==> config.mk <==
export PLATFORM = sky130hd
export DESIGN_NAME = sspi_top
export DESIGN_NICKNAME = d
export VERILOG_FILES = /design/src/pkg/sspi_pkg.sv /design/src/design/sspi_top.sv /design/src/design/sspi_gain_shift.sv
export VERILOG_INCLUDE_DIRS = /design/src /design/src/pkg
export SDC_FILE = /design/constraint.sdc
export NUM_CORES = 1
export LEC_CHECK = 0
export BUFFER_PORTS_ARGS = -buffer_cell sky130_fd_sc_hd__buf_4
export CORE_ASPECT_RATIO = 0.8
export CORE_UTILIZATION = 47
export CTS_CLUSTER_DIAMETER = 200
export DETAILED_ROUTE_END_ITERATION = 10
export GPL_TIMING_DRIVEN = 0
export PLACE_DENSITY = 0.82
export SYNTH_ARGS = -nofsm -noshare
export SYNTH_HDL_FRONTEND = slang
export SYNTH_HIERARCHICAL = 1
export SYNTH_SLANG_ARGS = --single-unit
==> constraint.sdc <==
create_clock -name clk_i -period 1.9 [get_ports clk_i]
set_input_delay 0.095 -clock clk_i [delete_from_list [all_inputs] [get_ports clk_i]]
set_output_delay 0.095 -clock clk_i [all_outputs]
set_load 0.05 [all_outputs]
==> src/pkg/sspi_cfg.svh <==
`ifndef SSPI_CFG_SVH
`define SSPI_CFG_SVH

// ****************************************************************
// register indices (byte address is four times the index)
// ****************************************************************
`define SSPI_IDX_ENABLE    8'h31
`define SSPI_IDX_PROP      8'h32
`define SSPI_IDX_INTEGRAL  8'h33
`define SSPI_IDX_DIVIDER   8'h34
`define SSPI_IDX_HANDOVER  8'h35
`define SSPI_IDX_STATUS    8'h36

// ****************************************************************
// field positions
// ****************************************************************
`define SSPI_ENABLE_BIT    0
`define SSPI_GAIN_MSB      6
`define SSPI_GAIN_LSB      0
`define SSPI_KI_DIV_MSB    6
`define SSPI_KI_DIV_LSB    4
`define SSPI_KP_DIV_MSB    2
`define SSPI_KP_DIV_LSB    0
`define SSPI_STAT_SILENT   0
`define SSPI_STAT_ALT      1

// ****************************************************************
// reset values
// ****************************************************************
`define SSPI_RST_ENABLE    1'h0
`define SSPI_RST_GAIN      7'h00
`define SSPI_RST_DIV       3'h0
`define SSPI_RST_THR       8'hff

// ****************************************************************
// scaling
// ****************************************************************
`define SSPI_THR_HZ_PER_CODE 2
`define SSPI_FRAC_BITS       9

`endif

==> src/pkg/sspi_pkg.sv <==
`default_nettype none
package sspi_pkg;

  // programmed gain and divider code
  typedef logic [6:0] sspi_gain_t;
  typedef logic [2:0] sspi_div_sel_t;
  typedef logic [3:0] sspi_shift_t;

  // regulation scheme in force
  typedef enum logic [1:0] {
    SSPI_MODE_OFF,
    SSPI_MODE_SILENT,
    SSPI_MODE_ALT
  } sspi_mode_t;

  // divider code to right-shift amount; 111 falls back to 000
  function automatic sspi_shift_t sspi_div_shift(input sspi_div_sel_t sel);
    sspi_shift_t sh;
    sh = 4'h5;
    case (sel)
      3'h0: sh = 4'h5;
      3'h1: sh = 4'h6;
      3'h2: sh = 4'h7;
      3'h3: sh = 4'h8;
      3'h4: sh = 4'h9;
      3'h5: sh = 4'h4;
      3'h6: sh = 4'h0;
      default: sh = 4'h5;
    endcase
    return sh;
  endfunction

endpackage
`default_nettype wire

==> src/design/sspi_top.sv <==
`timescale 1ns/1ps
`default_nettype none
`include "sspi_cfg.svh"
module sspi_top #(
  parameter int ADDR_W = 10
) (
  // clock and reset
  input  wire logic              clk_i,
  input  wire logic              rst_i,
  // wishbone classic slave
  input  wire logic              wb_cyc_i,
  input  wire logic              wb_stb_i,
  input  wire logic              wb_we_i,
  input  wire logic [ADDR_W-1:0] wb_adr_i,
  input  wire logic [3:0]        wb_sel_i,
  input  wire logic [31:0]       wb_dat_i,
  output logic      [31:0]       wb_dat_o,
  output logic                   wb_ack_o,
  // measured coil current frequency, 2 Hz per count, same clock
  input  wire logic [8:0]        coil_freq_i,
  // regulation controls
  output logic                   silent_active_o,
  output logic                   alt_decay_o,
  output logic      [15:0]       eff_kp_o,
  output logic      [15:0]       eff_ki_o
);

  // ****************************************************************
  // state
  // ****************************************************************
  logic                   en_reg,   en_next;
  sspi_pkg::sspi_gain_t   kp_reg,   kp_next;
  sspi_pkg::sspi_gain_t   ki_reg,   ki_next;
  sspi_pkg::sspi_div_sel_t kp_sel_reg, kp_sel_next;
  sspi_pkg::sspi_div_sel_t ki_sel_reg, ki_sel_next;
  logic [7:0]             thr_reg,  thr_next;
  logic                   ack_reg,  ack_next;
  logic [31:0]            dat_reg,  dat_next;
  sspi_pkg::sspi_mode_t   mode_reg, mode_next;
  logic                   silent_reg, silent_next;
  logic                   alt_reg,  alt_next;
  logic [15:0]            kp_out_reg, kp_out_next;
  logic [15:0]            ki_out_reg, ki_out_next;

  logic [7:0]             idx;
  logic                   req;
  logic                   wr;
  logic                   above;
  logic [15:0]            kp_scaled;
  logic [15:0]            ki_scaled;

  // ****************************************************************
  // gain dividers
  // ****************************************************************
  sspi_gain_shift i_sspi_gain_shift_kp (
    .gain_i    (kp_reg),
    .div_sel_i (kp_sel_reg),
    .eff_o     (kp_scaled)
  );

  sspi_gain_shift i_sspi_gain_shift_ki (
    .gain_i    (ki_reg),
    .div_sel_i (ki_sel_reg),
    .eff_o     (ki_scaled)
  );

  // ****************************************************************
  // bus decode
  // ****************************************************************
  // low two address bits are ignored: every register is one word
  assign idx = wb_adr_i[9:2];
  assign req = wb_cyc_i & wb_stb_i;
  // write lands on the edge where ack is seen, only lane 0 carries data
  assign wr  = req & wb_we_i & ack_reg & wb_sel_i[0];

  // read mux, unmapped words read as zero
  function automatic logic [31:0] rd_word(input logic [7:0] a);
    logic [31:0] d;
    d = 32'h0000_0000;
    case (a)
      `SSPI_IDX_ENABLE:   d[`SSPI_ENABLE_BIT] = en_reg;
      `SSPI_IDX_PROP:     d[6:0] = kp_reg;
      `SSPI_IDX_INTEGRAL: d[6:0] = ki_reg;
      `SSPI_IDX_DIVIDER:  d[7:0] = {1'b0, ki_sel_reg, 1'b0, kp_sel_reg};
      `SSPI_IDX_HANDOVER: d[7:0] = thr_reg;
      `SSPI_IDX_STATUS:   d[1:0] = {alt_reg, silent_reg};
      default:            d = 32'h0000_0000;
    endcase
    return d;
  endfunction

  // ack one cycle after the request, dropped the cycle after
  always_comb begin
    ack_next = req & ~ack_reg;
    dat_next = dat_reg;
    if (req & ~ack_reg) begin
      dat_next = rd_word(idx);
    end
  end

  // ****************************************************************
  // configuration registers
  // ****************************************************************
  // reserved bits are not stored and read back as zero
  always_comb begin
    en_next     = en_reg;
    kp_next     = kp_reg;
    ki_next     = ki_reg;
    kp_sel_next = kp_sel_reg;
    ki_sel_next = ki_sel_reg;
    thr_next    = thr_reg;
    if (wr) begin
      case (idx)
        `SSPI_IDX_ENABLE:   en_next = wb_dat_i[`SSPI_ENABLE_BIT];
        `SSPI_IDX_PROP:     kp_next = wb_dat_i[`SSPI_GAIN_MSB:`SSPI_GAIN_LSB];
        `SSPI_IDX_INTEGRAL: ki_next = wb_dat_i[`SSPI_GAIN_MSB:`SSPI_GAIN_LSB];
        `SSPI_IDX_DIVIDER: begin
          ki_sel_next = wb_dat_i[`SSPI_KI_DIV_MSB:`SSPI_KI_DIV_LSB];
          kp_sel_next = wb_dat_i[`SSPI_KP_DIV_MSB:`SSPI_KP_DIV_LSB];
        end
        // a zero code is stored as written; keeping it out is up to software
        `SSPI_IDX_HANDOVER: thr_next = wb_dat_i[7:0];
        default: begin
        end
      endcase
    end
  end

  // ****************************************************************
  // regulation scheme selection
  // ****************************************************************
  // threshold and measurement share the 2 Hz unit, so compare codes
  assign above = coil_freq_i > {1'b0, thr_reg};

  always_comb begin
    if (!en_reg) begin
      mode_next = sspi_pkg::SSPI_MODE_OFF;
    end else if (above) begin
      mode_next = sspi_pkg::SSPI_MODE_ALT;
    end else begin
      mode_next = sspi_pkg::SSPI_MODE_SILENT;
    end
    silent_next = (mode_next == sspi_pkg::SSPI_MODE_SILENT);
    alt_next    = (mode_next == sspi_pkg::SSPI_MODE_ALT);
    // gains only reach the loop in the silent step scheme, zero under alternative decay
    kp_out_next = silent_next ? kp_scaled : 16'h0000;
    ki_out_next = silent_next ? ki_scaled : 16'h0000;
  end

  // ****************************************************************
  // registers
  // ****************************************************************
  // bus answer: ack pulse and read data
  always_ff @(posedge clk_i) begin
    if (rst_i) begin
      ack_reg <= 1'b0;
      dat_reg <= 32'h0000_0000;
    end else begin
      ack_reg <= ack_next;
      dat_reg <= dat_next;
    end
  end

  // configuration fields; a write lands only on the ack edge
  always_ff @(posedge clk_i) begin
    if (rst_i) begin
      en_reg     <= `SSPI_RST_ENABLE;
      kp_reg     <= `SSPI_RST_GAIN;
      ki_reg     <= `SSPI_RST_GAIN;
      kp_sel_reg <= `SSPI_RST_DIV;
      ki_sel_reg <= `SSPI_RST_DIV;
      thr_reg    <= `SSPI_RST_THR;
    end else begin
      en_reg     <= en_next;
      kp_reg     <= kp_next;
      ki_reg     <= ki_next;
      kp_sel_reg <= kp_sel_next;
      ki_sel_reg <= ki_sel_next;
      thr_reg    <= thr_next;
    end
  end

  // regulation outputs trail their cause by a cycle, traded for glitch-free pins
  always_ff @(posedge clk_i) begin
    if (rst_i) begin
      mode_reg   <= sspi_pkg::SSPI_MODE_OFF;
      silent_reg <= 1'b0;
      alt_reg    <= 1'b0;
      kp_out_reg <= 16'h0000;
      ki_out_reg <= 16'h0000;
    end else begin
      mode_reg   <= mode_next;
      silent_reg <= silent_next;
      alt_reg    <= alt_next;
      kp_out_reg <= kp_out_next;
      ki_out_reg <= ki_out_next;
    end
  end

  // outputs straight from flops
  assign wb_ack_o        = ack_reg;
  assign wb_dat_o        = dat_reg;
  assign silent_active_o = silent_reg;
  assign alt_decay_o     = alt_reg;
  assign eff_kp_o        = kp_out_reg;
  assign eff_ki_o        = ki_out_reg;
endmodule
`default_nettype wire

==> src/design/sspi_gain_shift.sv <==
`timescale 1ns/1ps
`default_nettype none
`include "sspi_cfg.svh"
module sspi_gain_shift (
  // programmed values
  input  wire logic [6:0]  gain_i,
  input  wire logic [2:0]  div_sel_i,
  // effective gain, fixed point with nine fraction bits
  output logic      [15:0] eff_o
);

  // ****************************************************************
  // divide by shifting
  // ****************************************************************
  // gain is placed above the fraction first so /512 keeps every bit
  logic [15:0] wide;
  assign wide  = {gain_i, 9'h000};
  assign eff_o = wide >> sspi_pkg::sspi_div_shift(div_sel_i);

endmodule
`default_nettype wire

==> impl_metrics.toml <==
[status]
run_status = "finished, final reports clean"

[floorplanning]
die_h_um = 85.25
initial_utilization = 0.4987
chipWidth_um = 106.1
std_cell_rows = 29
die_area_um2 = 9041
placeableCoreArea_um2 = 8164
design.portCount = 127

[global_routing]
grt_first_pass_wirelength_mm = 17.97
grt_start_max_net_pins = 12
first_global_vias = 3616
grt_overflow_total = 0
initial_antenna_violation_count = 0
grt.total_usage = 0.2539

[placement]
gpl.final_weighted_congestion = 0.9408
placed_cells_incl_taps = 692
detailed_place_hpwl_mm = 8.238
place.port_buffers = 71

[pwr]
power.leakage_nw = 2.363
power_density_nw_per_um2 = 584.4
ir_drop_worst_case_vdd_uv = 300.1

[yosys]
post_synth_main_area_contributors = "dfxtp_1 35%, mux2i_1 11%, nor2_1 7.2%, nand2b_1 5.4%, nand2_1 5.3%"
synth_enable_flop_cells = 0
synth_seq_area_share = 0.3540
ys.warnings.count = 6
async_reset_ff_frac = 0
postSynth.topFlopCell = "dfxtp_1"
post_synth_num_cell_types = 57
synthesis.area_per_instance_um2 = 8.309
synthesis.area_um2 = 4071
synth_largest_area_cell = "dfxtp_1"
number_of_synthesized_register_bits = 72
synth_top_area_share = 0.3540
post_synth_inst_count = 490

[routing]
wl_met2_mm = 5.217
route.met3.wl_mm = 1.073
totalWireLength_mm = 11.31
wl_per_cell_um = 15.79
initial_detailed_routing_violation_count = 258
routed_via_density = 5.404
detailroute.via_count = 3869
detailed_routing_iterations_pass_1 = 5
drt_drc_violations_left = 0
ant_nets = 0
met1_length_mm = 4.918
topRoutingLayerUsed = "met4"

[final_layout]
most-common-layout-cells = "104 x buf_4, 73 x nor2_1, 66 x dfxtp_1"
flow.area_growth_from_synthesis_pct = 30.52
post_route_cells_drive_above_1_share = 0.2928
seq_area_um2 = 1449
layout.cells.non_filler = 716
num-nets-final = 672
multi_input_area_um2 = 2447
layout_commonest_cell = "buf_4"
num_antenna_cells = 0
layout.filler_cells = 685

[clock_network]
cts_hold_repair_buffers = 0
cts_inserted_buffers = 9
sink_count_of_the_clock_tree = 72
h-tree-depth = 3
clk_transition_reported_paths_ns = 0.08
bufs_on_longest_clock_path = 2
worst_skew_pair.late_latency_ns = 0.35
cts_tree = "built"
clock-root-buffer = "clkbuf_8"

[critical_path]
crit_fanout = 8
critical_path.max_stage_delay_ns = 0.36
worstSetupEndpointType = "flip-flop"
crit_arrival_ns = 2.12
crit_path_cell_trace = "inv_2 -> ha_4 -> nand4_1 -> o221a_2 -> a211oi_4 -> buf_12 -> clkbuf_16 -> nor2_1"
data_required_time_of_the_worst_path_ns = 2.14
timing_worst_setup_path_type = "flip-flop to flip-flop"
crit_path_start_kind = "flip-flop"
critical_path.slowest_cell = "dfxtp_2"

[sta]
timing.fmax_mhz = 532.2
post-route-period-util = 0.9890
final_hold_vio_count = 0
finalCriticalPeriod_ns = 1.879
rsz0062_at_grt = "yes"
clock_skew_ns = 0.01130
report.final.slew_viol_count = 0
timing.max_slew.rel_slack = 0.5105
setup-tns-final_ns = 0
setup_viol_count_final = 0
worst-slew-pin-transition_ns = 0.7276

[flow_run]
drv_cap = 0

[hold_path]
hold_path.class = "input port to flip-flop"
## power breakdown
part / leakage, nW / switching [mW] / total (mW) / internal [mW]
Clock: 0.0989 / 0.554 / 1.18 / 0.629
Sequential: 0.577 / 0.00159 / 1.51 / 1.51
Combinational: 1.69 / 0.247 / 0.411 / 0.164
Total: 2.36 / 0.802 / 3.11 / 2.30
## worst max-delay path, delay by kind of cell, from the launching register on
kind	cells	cell delay, ns
and+or+nand+nor	2	0.16
buffers and inverters	3	0.38
DFF	1	0.36
AOI/OAI and AO/OA	2	0.59
adders and majority gates	1	0.27
## path summary, 6_finish.rpt
path                    start     endpoint  slack, ns  depth (start not counted)
setup / recovery   thr_reg[4]  eff_kp_o[6]       0.02                          8
hold / removal    wb_dat_i[0]    kp_reg[0]       0.02                          3
setup reg to reg   thr_reg[4]  eff_kp_o[6]       0.02                          8
hold reg to reg   wb_dat_o[3]  wb_dat_o[3]       0.47                          2
## timing repair
| item | 4_1_cts | 5_1_grt |
|---|---|---|
| cloned | 1 | 2 |
| setup endpoints to repair | 34 | 34 |
| gates resized for setup | 16 | 29 |
| hold endpoints to repair | 0 | 0 |
| pin swaps | 3 | 8 |
| setup buffers | 3 | 3 |
## layer usage
metal	global-route usage	vias up
met3	0.06759	15
met1	0.3360	1822
li1	-	1848
met5	0	-
met2	0.4189	184
met4	0.04924	0
## through the flow
step / cell area (um2) / setup WS [ns] / hold slack, ns / utilization / power, mW
global route: 5314 / -0.02609 / 0.02521 / 0.6509 / 3.210
CTS: 5127 / 0.01537 / 0.01209 / 0.6280 / 3.073
detailed placement: 4831 / -0.4865 / 0.3765 / 0.5917 / 1.890
global placement: 4831 / -0.4290 / 0.3622 / 0.5917 / 1.884
floorplan: 4163 / 0.03385 / 0.2389 / - / 1.798
finish: 5314 / 0.02098 / 0.02085 / 0.6509 / 3.105
## cell type report
type / instances / area share
Inverter: 14 / 0.009889
Sequential cell: 72 / 0.2727
Buffer: 59 / 0.07370
Clock buffer: 11 / 0.02661
Clock inverter: 4 / 0.008477
Tap cell: 108 / 0.02543
Timing Repair Buffer: 80 / 0.1227
Multi-Input combinational cell: 368 / 0.4606
## cells by family after synthesis
family / after synthesis / share of synthesized area
xor+xnor: 1 / 0.002152
buf+inv: 73 / 0.1008
compound gates: 58 / 0.1026
flops: 72 / 0.3540
fa+ha+maj: 8 / 0.02459
other cells: 1 / 0.0009211
simple gates: 226 / 0.2818
mux: 51 / 0.1331
## synthesized netlist by cell type (all sizes together), types with 7 or more instances
master  count
nor2       78
dfxtp      72
nand2      58
mux2i      44
buf        38
nand2b     35
clkbuf     21
inv        14
a21oi       9
ha          8
o22ai       8
o21ai       7
Note: power is estimated with default switching activity, not from simulation.
